**src/core/spc_pkg.sv**
```systemverilog
// Constants, types and field layout for the sync protection and control bank.
// Assumes a host-port front end that delivers single-cycle writes on the core clock.
package spc_pkg;

  // ----------------------------------------------------------------
  // Register map
  // ----------------------------------------------------------------
  localparam logic [3:0] BLOCK_COUNTS_ADDR = 4'h2;
  localparam logic [3:0] FRAME_COUNTS_ADDR = 4'h3;
  localparam logic [3:0] MAIN_CONTROL_ADDR = 4'h4;

  localparam logic [7:0] BLOCK_COUNTS_RESET = 8'h17;
  localparam logic [7:0] FRAME_COUNTS_RESET = 8'h17;
  localparam logic [7:0] MAIN_CONTROL_RESET = 8'h00;
  localparam logic [3:0] ERR_LIMIT_RESET    = 4'h2;

  // ----------------------------------------------------------------
  // Field positions
  // ----------------------------------------------------------------
  localparam int BACKWARD_MSB       = 7;
  localparam int BACKWARD_LSB       = 4;
  localparam int FORWARD_MSB        = 3;
  localparam int FORWARD_LSB        = 0;
  localparam int CRC_RESET_BIT      = 7;
  localparam int PIN_MODE_BIT       = 6;
  localparam int EMIT_ALL_BIT       = 5;
  localparam int SYNC_RESET_BIT     = 4;
  localparam int SHUTDOWN_BIT       = 3;
  localparam int COLUMN_DISABLE_BIT = 2;
  localparam int NO_NO_REALTIME_BLOCKS_BIT        = 1;
  localparam int METHOD_A_BIT       = 0;

  // ----------------------------------------------------------------
  // Types
  // ----------------------------------------------------------------
  typedef enum logic {
    SPC_UNSYNC = 1'b0,
    SPC_SYNCED = 1'b1
  } spc_sync_type;

  typedef struct packed {
    spc_sync_type sync;
    logic [3:0]   cnt;
  } spc_prot_type;

endpackage : spc_pkg

```
**src/core/spc_sync_protection_control.sv**
```systemverilog
// Write-only protection count and control registers plus the block and frame
// sync protection state machines.
// Assumes timing events and judgements arrive from logic on core_clk_i.
`timescale 1ns/1ps

module spc_sync_protection_control (
  input  wire logic       core_clk_i,
  input  wire logic       rst_i,
  // Host register writes, one-cycle strobe
  input  wire logic       wr_i,
  input  wire logic [3:0] addr_i,
  input  wire logic [7:0] wdata_i,
  // Error limits for identification code agreement
  input  wire logic [3:0] synced_err_limit_i,
  input  wire logic [3:0] unsynced_err_limit_i,
  // Block timing from the internal free-running counter
  input  wire logic       block_tick_i,
  input  wire logic       code_found_i,
  input  wire logic [3:0] code_errors_i,
  // Frame timing from the internal frame counter
  input  wire logic       frame_tick_i,
  input  wire logic       frame_agree_i,
  // Datapath signals gated by the control register, except serial data, which passes ungated
  input  wire logic       event_strobe_i,
  input  wire logic       serial_data_i,
  input  wire logic       serial_active_i,
  input  wire logic       pkt_valid_i,
  input  wire logic       pkt_corrected_i,
  input  wire logic       pkt_crc_ok_i,
  output logic            block_sync_o,
  output logic            frame_sync_o,
  output logic            upper_crc_checker_reset_o,
  output logic            correction_enable_o,
  output logic            column_correction_enable_o,
  output logic            method_a_o,
  output logic            no_realtime_blocks_o,
  output logic            event_strobe_o,
  output logic            serial_data_o,
  output logic            serial_oe_o,
  output logic            pkt_emit_o
);

  // ----------------------------------------------------------------
  // State
  // ----------------------------------------------------------------
  typedef struct packed {
    logic [7:0]           block_counts;
    logic [7:0]           frame_counts;
    logic [7:0]           ctl;
    spc_pkg::spc_prot_type blk;
    spc_pkg::spc_prot_type frm;
    logic                 no_realtime_blocks_drop;
    logic                 block_sync;
    logic                 frame_sync;
    logic                 crc_rst;
    logic                 corr_en;
    logic                 col_en;
    logic                 method_a;
    logic                 no_no_realtime_blocks;
    logic                 strobe;
    logic                 sdata;
    logic                 soe;
    logic                 emit;
  } spc_state_type;

  spc_state_type q;
  spc_state_type next_q;

  // ----------------------------------------------------------------
  // Protection step, shared by block and frame
  // ----------------------------------------------------------------
  function automatic spc_pkg::spc_prot_type spc_prot_step(
    input spc_pkg::spc_prot_type cur,
    input logic                  tick,
    input logic                  agree,
    input logic [7:0]            counts
  );
    spc_pkg::spc_prot_type res;
    logic [3:0]            bwd;
    logic [3:0]            fwd;
    res = cur;
    bwd = counts[spc_pkg::BACKWARD_MSB:spc_pkg::BACKWARD_LSB];
    fwd = counts[spc_pkg::FORWARD_MSB:spc_pkg::FORWARD_LSB];
    if (tick) begin
      if (cur.sync == spc_pkg::SPC_UNSYNC) begin
        if (!agree) begin
          res.cnt = 4'h0;
        end else if (cur.cnt == bwd) begin
          res.sync = spc_pkg::SPC_SYNCED;
          res.cnt  = 4'h0;
        end else begin
          res.cnt = cur.cnt + 4'h1;
        end
      end else begin
        if (agree) begin
          res.cnt = 4'h0;
        end else if (cur.cnt == fwd) begin
          res.sync = spc_pkg::SPC_UNSYNC;
          res.cnt  = 4'h0;
        end else begin
          res.cnt = cur.cnt + 4'h1;
        end
      end
    end
    return res;
  endfunction : spc_prot_step

  // ----------------------------------------------------------------
  // Next state
  // ----------------------------------------------------------------
  logic       blk_agree;
  logic [3:0] err_limit;
  logic       srst;
  logic       frm_agree;

  always_comb begin
    next_q    = q;
    srst      = q.ctl[spc_pkg::SYNC_RESET_BIT];
    err_limit = (q.blk.sync == spc_pkg::SPC_SYNCED) ? synced_err_limit_i : unsynced_err_limit_i;
    blk_agree = code_found_i && (code_errors_i <= err_limit);
    frm_agree = frame_agree_i && !q.no_realtime_blocks_drop;

    if (wr_i) begin
      unique case (addr_i)
        spc_pkg::BLOCK_COUNTS_ADDR: next_q.block_counts = wdata_i;
        spc_pkg::FRAME_COUNTS_ADDR: next_q.frame_counts = wdata_i;
        spc_pkg::MAIN_CONTROL_ADDR: next_q.ctl = wdata_i;
        default: ;
      endcase
    end

    next_q.blk = spc_prot_step(q.blk, block_tick_i, blk_agree, q.block_counts);
    next_q.frm = spc_prot_step(q.frm, frame_tick_i, frm_agree, q.frame_counts);

    // Changed block layout: frame sync runs out its forward count
    if (q.ctl[spc_pkg::NO_NO_REALTIME_BLOCKS_BIT] != q.no_no_realtime_blocks && q.frm.sync == spc_pkg::SPC_SYNCED) begin
      next_q.no_realtime_blocks_drop = 1'b1;
    end else if (q.frm.sync == spc_pkg::SPC_UNSYNC) begin
      next_q.no_realtime_blocks_drop = 1'b0;
    end

    if (srst) begin
      next_q.blk       = '{sync: spc_pkg::SPC_UNSYNC, cnt: 4'h0};
      next_q.frm       = '{sync: spc_pkg::SPC_UNSYNC, cnt: 4'h0};
      next_q.no_realtime_blocks_drop = 1'b0;
    end

    next_q.block_sync = (q.blk.sync == spc_pkg::SPC_SYNCED);
    next_q.frame_sync = (q.frm.sync == spc_pkg::SPC_SYNCED);
    next_q.crc_rst    = q.ctl[spc_pkg::CRC_RESET_BIT];
    next_q.corr_en    = !q.ctl[spc_pkg::SHUTDOWN_BIT];
    next_q.col_en     = !q.ctl[spc_pkg::SHUTDOWN_BIT] && !q.ctl[spc_pkg::COLUMN_DISABLE_BIT];
    next_q.method_a   = q.ctl[spc_pkg::METHOD_A_BIT];
    next_q.no_no_realtime_blocks    = q.ctl[spc_pkg::NO_NO_REALTIME_BLOCKS_BIT];
    next_q.strobe     = event_strobe_i && !srst;
    next_q.sdata      = serial_data_i;
    next_q.soe        = !srst && !q.ctl[spc_pkg::SHUTDOWN_BIT]
                        && (q.ctl[spc_pkg::PIN_MODE_BIT] || serial_active_i);
    next_q.emit       = pkt_valid_i && !srst && !q.ctl[spc_pkg::SHUTDOWN_BIT]
                        && (q.ctl[spc_pkg::EMIT_ALL_BIT]
                            || (q.blk.sync == spc_pkg::SPC_SYNCED && q.frm.sync == spc_pkg::SPC_SYNCED
                                && pkt_corrected_i && pkt_crc_ok_i));
  end

  always_ff @(posedge core_clk_i) begin
    if (rst_i) begin
      q              <= '0;
      q.block_counts <= spc_pkg::BLOCK_COUNTS_RESET;
      q.frame_counts <= spc_pkg::FRAME_COUNTS_RESET;
      q.ctl          <= spc_pkg::MAIN_CONTROL_RESET;
      q.corr_en      <= 1'b1;
      q.col_en       <= 1'b1;
    end else begin
      q <= next_q;
    end
  end

  // ----------------------------------------------------------------
  // Outputs
  // ----------------------------------------------------------------
  assign block_sync_o               = q.block_sync;
  assign frame_sync_o               = q.frame_sync;
  assign upper_crc_checker_reset_o  = q.crc_rst;
  assign correction_enable_o        = q.corr_en;
  assign column_correction_enable_o = q.col_en;
  assign method_a_o                 = q.method_a;
  assign no_realtime_blocks_o       = q.no_no_realtime_blocks;
  assign event_strobe_o             = q.strobe;
  assign serial_data_o              = q.sdata;
  assign serial_oe_o                = q.soe;
  assign pkt_emit_o                 = q.emit;
endmodule : spc_sync_protection_control

```
**config.mk**
```make
export PLATFORM = sky130hd
export DESIGN_NAME = spc_sync_protection_control
export DESIGN_NICKNAME = d
export VERILOG_FILES = /design/src/core/spc_pkg.sv /design/src/core/spc_sync_protection_control.sv
export SDC_FILE = /design/constraint.sdc
export NUM_CORES = 1
export LEC_CHECK = 0
export BUFFER_PORTS_ARGS = -buffer_cell sky130_fd_sc_hd__buf_2
export CORE_MARGIN = 2
export CORE_UTILIZATION = 47
export CTS_CLUSTER_DIAMETER = 120
export DETAILED_ROUTE_END_ITERATION = 10
export GPL_ROUTABILITY_DRIVEN = 1
export PLACE_DENSITY = 0.74
export SYNTH_ARGS = -nofsm -noshare
export SYNTH_HDL_FRONTEND = slang
export SYNTH_SLANG_ARGS = --single-unit
```
**constraint.sdc**
```tcl
create_clock -name core_clk_i -period 2.1 [get_ports core_clk_i]
set_input_delay 0.315 -clock core_clk_i [delete_from_list [all_inputs] [get_ports core_clk_i]]
set_output_delay 0.315 -clock core_clk_i [all_outputs]
set_load 0.01 [all_outputs]
```
### Word level (Yosys, flattened, before mapping)

Index checks and enable logic that the tools add are counted.
Widths: inputs -> output; s select.

| word-level totals | value |
|---|---|
| logic and storage cells | 75 |
| memories | 0 |
| flip-flop bits (word level) | 46 |
| memory bits (read-only) | 0 |
| input port bits | 37 |
| output and inout port bits | 11 |
| bits in latches | 0 |
| RAM bits | 0 |

| operators by class | value |
|---|---|
| bitwise operators | 0 |
| multipliers | 0 |
| muxes and demuxes | 21 |
| order comparisons | 1 |
| eq/ne operators | 9 |
| reductions and logical operators | 23 |
| divide/modulo/power cells | 0 |
| shift operators | 0 |
| add/subtract/negate cells | 2 |

Operators with widths:

| kind | count |
|---|---|
| $mux 4 | 9 |
| $eq 4x4->1 | 4 |
| $logic_and 1x1->1 | 13 |
| $mux 1 | 10 |
| $mux 5 | 2 |
| $add 4x1->4 const B | 2 |
| $eq 4x2->1 const B | 2 |
| $reduce_and 2->1 | 3 |
| $eq 4x3->1 const B | 1 |
| $le 4x4->1 | 1 |
| $logic_not 1->1 | 4 |
| $logic_or 1x1->1 | 2 |
| $ne 2x1->1 const B | 1 |
| $reduce_or 2->1 | 1 |
| $ne 1x1->1 | 1 |

### Logic depth before layout (Yosys ltp)

Gate-level depths: netlist of run 1.

| depth | value |
|---|---|
| depth in word-level cells | 5 |
| gate-level depth with buffers | 9 |
| depth with buffers taken out | 8 |

### Worst setup path before layout of run 1

Ideal clock, no wire load.

| timing path | value |
|---|---|
| path type | register -> register |
| from | register q (netlist bit next_q[10]) |
| to | register q[19] (netlist name) |
| setup slack | -0.024 ns |
| period minus slack after synthesis | 2.124 ns |
| arrival time | 2.004 ns |
| data required time | 1.980 ns |
| path buffers | 1 |
| library setup time | 0.120 ns |
| stages on the path, launching flop included | 9 |
| cell sequence | dfxtp_1 > buf_2 > mux2_2 > ha_1 > a41o_1 > nand3_2 > mux2i_4 > nor4_1 > a211o_1 |

| between the ends | value |
|---|---|
| cells in the longest elaborated chain, start to end | 5 |
| elaborated cells between the ends (all ways) | 6 |
| classes of those cells | 1 x order compare; 4 x mux; 1 x reduce/logical |

Ends and longest elaborated chain:

| item | RTL line | RTL |
|---|---|---|
| start: declaration | spc_sync_protection_control.sv:66 | `spc_state_type q;` |
| start signal: assignment | spc_sync_protection_control.sv:174 | `q <= next_q;` |
| $mux 4 | spc_sync_protection_control.sv:119 | `err_limit = (q.blk.sync == spc_pkg::SPC_SYNCED) ? synced_err_limit_i : unsynced_err_limit_i;` |
| $le 4x4->1 | spc_sync_protection_control.sv:120 | `blk_agree = code_found_i && (code_errors_i <= err_limit);` |
| $logic_and 1x1->1 | spc_sync_protection_control.sv:120 |  |
| $mux 4, on equally long branches | spc_sync_protection_control.sv:86, spc_sync_protection_control.sv:95 |  |
| $mux 5 (*) | spc_sync_protection_control.sv:85 | `if (cur.sync == spc_pkg::SPC_UNSYNC) begin` |

Every way passes the cells marked *; elsewhere a longest branch is shown, timed or not.
A chain may end at the register's enable or synchronous reset.

### Final worst setup path of run 1

Ends and elaborated chain as after synthesis.

==> out/metrics.yaml, run 1 <==
timing:
  fin_skew_ns: 0.00851
  rsz0062_at_grt: "true"
  slew_headroom: 0.640
  setup_tns_ns: 0
  maxSlewViolCount: 0
  finalHoldViolations: 0
  finalSetupViolations: 0
  worst_pin_slew_ns: 0.539
  holdWs_ns: 0.225
  clock.fmax_ghz: 0.484
  final.min_clock_period_ns: 2.07
  min_period_over_period: 0.984
global_routing:
  grt-ovfl-total: 0
  grt_start_max_net_pins: 34
  antenna_found_initial: 0
  top_usage_layer: "met2"
  grt_pass1_wl_um: 6850
  grt_pass1_vias: 1495
  grt_util_met2: 0.262
  gr-usage-all-layers: 0.174
  use_met1: 0.235
  met3_usage: 0.0442
logic_synthesis:
  ys_top_cells_by_area: "dfxtp_1 44%, mux2i_1 9.0%, xor2_1 7.1%"
  syn_inst: 216
  yosysWarnings: 0
  synth_cell_types: 40
  yosysTopAreaCell: "dfxtp_1"
  ys_seq_area_frac: 0.438
  postSynthAreaPerCell_um2: 9.74
  synth_seq_cells: 46
  synth.top_cell.area_share: 0.438
  ys_async_sr_fraction: 0
  syn_nets: 259
  ys.flop_type: "dfxtp_1"
  synth_enable_flop_cells: 0
  netlist_area_mm2: 0.00210
placement:
  io_buffers: 47
  gp_congestion: 0.745
  dp_hpwl_um: 2980
critical_path:
  start_kind: "flip-flop"
  crit_path_cell_trace: "buf_6 -> mux2i_2 -> ha_1 -> a21oi_2 -> a41o_1 -> nand3_2 -> mux2i_4 -> nor4_2 -> a211o_1"
  slowest_delay_ns: 0.34
  cp.arrival_ns: 2.26
  cp.buffers_inverters: 1
  end_kind: "flip-flop"
  required_ns: 2.29
  slowest_stage: "dfxtp_2"
  critPathKind: "reg -> reg"
  crit_fanout: 5
  crit_family: "compound AO/OA/AOI/OAI gates"
finish:
  num_antenna_cells: 0
  area_growth_pct: 21.9
  layout.nets: 310
  drive_above_1_share: 0.295
  n_fill_cell: 399
clock_network:
  cts_buffer_depth: 2
  clock_latency_ns: 0.30
  cts_sinks: 46
  ctsHoldBuffers: 0
  cts_buffers: 5
  h-tree-depth: 2
  cts_tree: "built"
  cts_setup_buffers: 0
  clkSlewWorstSetupHoldPaths_ns: 0.08
  root_buffer: "clkbuf_8"
floorplanning:
  dieArea_mm2: 0.00503
  die_h_um: 70.9
  num_io_pins: 48
  die_w_um: 70.9
  rows: 24
  initial_core_util: 0.487
  core_area_mm2: 0.00432
routing:
  routed_wl_um: 4160
  post_drt_wl_per_cell_um: 13.0
  vias: 1640
  drtPass1Iterations: 4
  drcViolationCount: 0
  avgViaCountPerCell: 5.13
  drt_iter0_markers: 67
  ant_nets: 0
power_and_ir_drop:
  cellPowerDensity_mw_per_mm2: 685
  p_total_mw: 1.76
  p_leak_nw: 1.14
  ir_worst_vdd_v: 0.000380
hold_path:
  worstHoldPathType: "in -> reg"
run_status:
  status: "completed"
job:
  maxCapViolations: 0
-- sequential cells by signal (all words and copies together), names as in the netlist --
signal	flops
q	30
next_q	5
block_sync_o	1
column_correction_enable_o	1
correction_enable_o	1
event_strobe_o	1
frame_sync_o	1
method_a_o	1
no_realtime_blocks_o	1
pkt_emit_o	1
serial_data_o	1
serial_oe_o	1
upper_crc_checker_reset_o	1
-- what timing repair did --
action / in CTS / in global routing
pin swaps: 0 / 7
hold endpoints to repair: 0 / 0
gates resized for setup: 1 / 7
setup endpoints to repair: 1 / 3
-- power breakdown --
part	internal [mW]	leakage (nW)	switching, mW
clock	0.355	0.0514	0.296
combinational	0.0977	0.713	0.101
sequential	0.890	0.373	0.0158
total	1.34	1.14	0.413
-- metal layers --
layer,up-vias,routed length [µm]
li1,850,-
met1,738,2070
met2,45,1760
met3,7,247
met4,0,80
met5,-,0
-- cell type report --
class,instances,area [µm²],area share
repair buffers,54,292,0.114
clock buffers,6,72.6,0.0283
inverters,5,18.8,0.00732
well taps,52,65.1,0.0254
flip-flops and latches,46,922,0.360
clock inverters,2,37.5,0.0146
multi-input cells,155,1160,0.451
-- worst register-to-register path: stages, from the launching register on --
cell     delay, ns
dfxtp_2       0.34
buf_6         0.12
mux2i_2       0.15
ha_1          0.34
a21oi_2       0.07
a41o_1        0.21
nand3_2       0.09
mux2i_4       0.31
nor4_2        0.06
a211o_1       0.26
-- cells in the final DEF (no fill, tap or decap), drive strengths merged, types with 8 or more instances in the layout --
master / synthesis / final
nand2: 8 / 8
dfxtp: 46 / 46
buf: 4 / 54
nor2: 31 / 31
nor2b: 13 / 13
a21oi: 8 / 8
mux2i: 20 / 20
a211o: 9 / 9
xor2: 17 / 17
-- final timing paths --
kind | from | to | slack, ns | cells after the start
worst max-delay path | next_q[10] | q[19] | 0.03 | 9
worst max register to register | next_q[10] | q[19] | 0.03 | 9
worst min-delay path | event_strobe_i | event_strobe_o | 0.23 | 2
worst min register to register | q[24] | column_correction_enable_o | 0.46 | 1
-- kinds of logic after synthesis --
group,share of synthesized area
flip-flops,0.438
AND/OR/NAND/NOR,0.214
XOR/XNOR,0.0707
AO/OA/AOI/OAI,0.101
buffers and inverters,0.0291
multiplexers,0.112
adder cells (fa/ha/maj),0.0357
-- synth_stat cells (all sizes together) (6+ instances only) --
master / number
nand2: 8
nor2: 31
nand3: 6
nor2b: 13
ha: 6
dfxtp: 46
clkbuf: 6
mux2i: 20
a21oi: 8
a211o: 9
xor2: 17
-- per-stage QoR --
stage                     area, µm²  worst slack (ns)  cells   util
after floorplan                2110            0.0195    216      -
after global placement         2420            0.0508    312  0.560
after detailed placement       2420          -0.00128    312  0.560
after CTS                      2530            0.0304    320  0.586
after global routing           2560            -0.100    320  0.593
final                          2560            0.0346    320  0.593
No activity file was read; power rests on OpenSTA's default activity.
==> inputs of run 2 (changes only) <==
ABC_AREA = 1   (was default)
==> out/metrics.yaml, run 2 <==
routing:
  post_drt_wl_per_cell_um: 11.2  # was 13.0 µm
  drtPass1Iterations: 4  # unchanged
  drcViolationCount: 0  # unchanged
  drt_iter0_markers: 97  # was 67
  avgViaCountPerCell: 4.89  # was 5.13
  vias: 1960  # was 1640
  routed_wl_um: 4480  # was 4160 µm
  ant_nets: 0  # unchanged
critical_path:
  start_kind: "flip-flop"  # unchanged
  cp.arrival_ns: 2.04  # was 2.26 ns
  end_kind: "flip-flop"  # unchanged
  required_ns: 2.33  # was 2.29 ns
  crit_fanout: 8  # was 5
  slowest_delay_ns: 0.52  # was 0.34 ns
  cp_common_cell: "nand2_1"
  crit_path_cell_trace: "mux2i_1 -> ha_1 -> a21oi_1 -> nand2_1 -> nand2_1 -> nand2_1 -> nand2_2 -> nand3_1 -> a21oi_1"  # was buf_6 -> mux2i_2 -> ha_1 -> a21oi_2 -> a41o_1 -> nand3_2 -> mux2i_4 -> nor4_2 -> a211o_1
  slowest_stage: "dfxtp_1"  # was dfxtp_2
  critPathKind: "reg -> reg"  # unchanged
logic_synthesis:
  synth_common_cells: "80 x nand2_1, 46 x dfxtp_1, 42 x inv_1"  # was 46 x dfxtp_1, 31 x nor2_1, 19 x mux2i_1
  yosysTopAreaCell: "dfxtp_1"  # unchanged
  synth_seq_cells: 46  # unchanged
  ys_seq_area_frac: 0.434  # was 0.438
  ys_top_cells_by_area: "dfxtp_1 43%, nand2_1 14%, inv_1 7.4%"  # was dfxtp_1 44%, mux2i_1 9.0%, xor2_1 7.1%
  syn_nets: 341  # was 259
  synth.top_cell.area_share: 0.434  # was 0.438
  synth_cell_types: 26  # was 40
  yosysWarnings: 0  # unchanged
  ys.flop_type: "dfxtp_1"  # unchanged
  ys_async_sr_fraction: 0  # unchanged
  postSynthAreaPerCell_um2: 7.12  # was 9.74 µm²
  synth_enable_flop_cells: 0  # unchanged
  yosysMostFrequentCell: "nand2_1"  # was dfxtp_1
  netlist_area_mm2: 0.00212  # was 0.00210 mm²
  syn_inst: 298  # was 216
global_routing:
  grt_pass1_wl_um: 7420  # was 6850 µm
  grt-ovfl-total: 0  # unchanged
  antenna_found_initial: 0  # unchanged
  grt_start_max_net_pins: 24  # was 34
  grt_pass1_vias: 1719  # was 1495
  gr-usage-all-layers: 0.184  # was 0.174
finish:
  largest_register_ffs: 30  # unchanged
  n_fill_cell: 419  # was 399
  layout_commonest_cell: "nand2_1"  # was buf_2
  layout.nets: 391  # was 310
  num_antenna_cells: 0  # unchanged
  drive_above_1_share: 0.203  # was 0.295
  area_growth_pct: 17.8  # was 21.9%
  regMostFlops: "q"  # unchanged
  final_cell_mix: "80 x nand2_1, 47 x buf_2, 46 x dfxtp_1, 42 x inv_1"  # was 47 x buf_2, 45 x dfxtp_1, 31 x nor2_1, 18 x mux2i_1, 17 x xor2_1
timing:
  clock.fmax_ghz: 0.555  # was 0.484 GHz
  min_period_over_period: 0.858  # was 0.984
  final.min_clock_period_ns: 1.80  # was 2.07 ns
  finalSetupViolations: 0  # unchanged
  rsz0062_at_grt: "false"  # was true
  worst_pin_slew_ns: 0.577  # was 0.539 ns
  setup_tns_ns: 0  # unchanged
  slew_headroom: 0.615  # was 0.640
  maxSlewViolCount: 0  # unchanged
  fin_skew_ns: 0.00997  # was 0.00851 ns
  finalHoldViolations: 0  # unchanged
floorplanning:
  die_w_um: 71.2  # was 70.9 µm
  rows: 24  # unchanged
  die_h_um: 71.2  # was 70.9 µm
  core_area_mm2: 0.00435  # was 0.00432 mm²
  initial_core_util: 0.487  # about the same
  dieArea_mm2: 0.00507  # was 0.00503 mm²
  num_io_pins: 48  # unchanged
clock_network:
  cts_setup_buffers: 0  # unchanged
  cts_tree: "built"  # unchanged
  root_buffer: "clkbuf_8"  # unchanged
  ctsHoldBuffers: 0  # unchanged
  postCtsResizedCells: 0  # was 1
  cts_sinks: 46  # unchanged
  clock_latency_ns: 0.31  # was 0.30 ns
  clkSlewWorstSetupHoldPaths_ns: 0.09  # was 0.08 ns
  cts_buffer_depth: 2  # unchanged
  h-tree-depth: 2  # unchanged
  cts_buffers: 5  # unchanged
power_and_ir_drop:
  p_leak_nw: 1.21  # was 1.14 nW
  cellPowerDensity_mw_per_mm2: 662  # was 685 mW/mm²
  ir_worst_vdd_v: 0.000410  # was 0.000380 V
  p_total_mw: 1.65  # was 1.76 mW
placement:
  gp_congestion: 0.773  # was 0.745
  dp_hpwl_um: 3460  # was 2980 µm
  io_buffers: 47  # unchanged
job:
  maxCapViolations: 0  # unchanged
hold_path:
  worstHoldPathType: "in -> reg"  # unchanged
run_status:
  status: "completed"  # unchanged
run 2: cell types whose count changed after synthesis, sizes merged, moves of 6 or more:
cell | previous run | this run
a211o | 9 | 0
a21oi | 8 | 27
inv | 5 | 46
mux2i | 20 | 3
nand2 | 8 | 82
nand3 | 6 | 13
nor2b | 13 | 0
o211ai | 0 | 6
o21ai | 0 | 24
xor2 | 17 | 4
run 2: area by class of cell:
type / instances / area, µm² / area share
multi-input combinational: 201 / 1010 / 0.402
inverter: 46 / 173 / 0.0691
clock buffer: 5 / 68.8 / 0.0275
clock inverter: 3 / 23.8 / 0.00951
tap: 52 / 65.1 / 0.0260
timing repair buffer: 48 / 243 / 0.0971
sequential: 46 / 921 / 0.368
run 2: critical path, delay by kind of cell, from the launching register on:
family	cells	cell delay, ns
AO/OA/AOI/OAI	2	0.31
AND/OR/NAND/NOR	5	0.39
flip-flops	1	0.52
multiplexers	1	0.23
adder cells (fa/ha/maj)	1	0.26
run 2: cells by family (layout without fill, tap and decap cells):
family          count (synthesis)  after routing  synth area share
compound gates                 58             58             0.149
simple gates                  129            129             0.255
buf+inv                        51            102            0.0920
xor+xnor                        5              5            0.0206
flops                          46             46             0.434
fa+ha+maj                       6              6            0.0354
mux                             3              3            0.0142
run 2: path summary, 6_finish.rpt:
check,end,slack [ns],from,cells after the start
worst max-delay path,q[19],0.30,next_q[10],9
worst min-delay path,serial_data_o,0.21,serial_data_i,3
worst max register to register,q[19],0.30,next_q[10],9
worst min register to register,correction_enable_o,0.43,q[25],1
run 2: metal layers:
| metal | up-vias | track usage | share of wire |
|---|---|---|---|
| li1 | 1050 | - | - |
| met1 | 855 | 0.236 | 0.49 |
| met2 | 47 | 0.309 | 0.45 |
| met3 | 8 | 0.0413 | 0.053 |
| met4 | 0 | 0.0566 | 0.014 |
| met5 | - | 0 | 0 |
run 2: where the power goes:
| part | total, mW | switching, mW | leakage (nW) | internal (mW) |
|---|---|---|---|---|
| Clock | 0.559 | 0.321 | 0.0408 | 0.238 |
| Combinational | 0.186 | 0.110 | 0.800 | 0.0756 |
| Sequential | 0.910 | 0.0165 | 0.373 | 0.893 |
| Total | 1.65 | 0.448 | 1.21 | 1.21 |
run 2: through the flow:
stage                     hold WS, ns  setup WS, ns   util  instance area [µm²]  std cells
after CTS                       0.209         0.295  0.574                 2500        401
after detailed placement        0.405         0.305  0.553                 2410        393
after global routing            0.213         0.135  0.574                 2500        401
final                           0.208         0.299  0.574                 2500        401
after global placement          0.405         0.439  0.553                 2410        393
after floorplan                 0.389         0.562      -                 2120        298
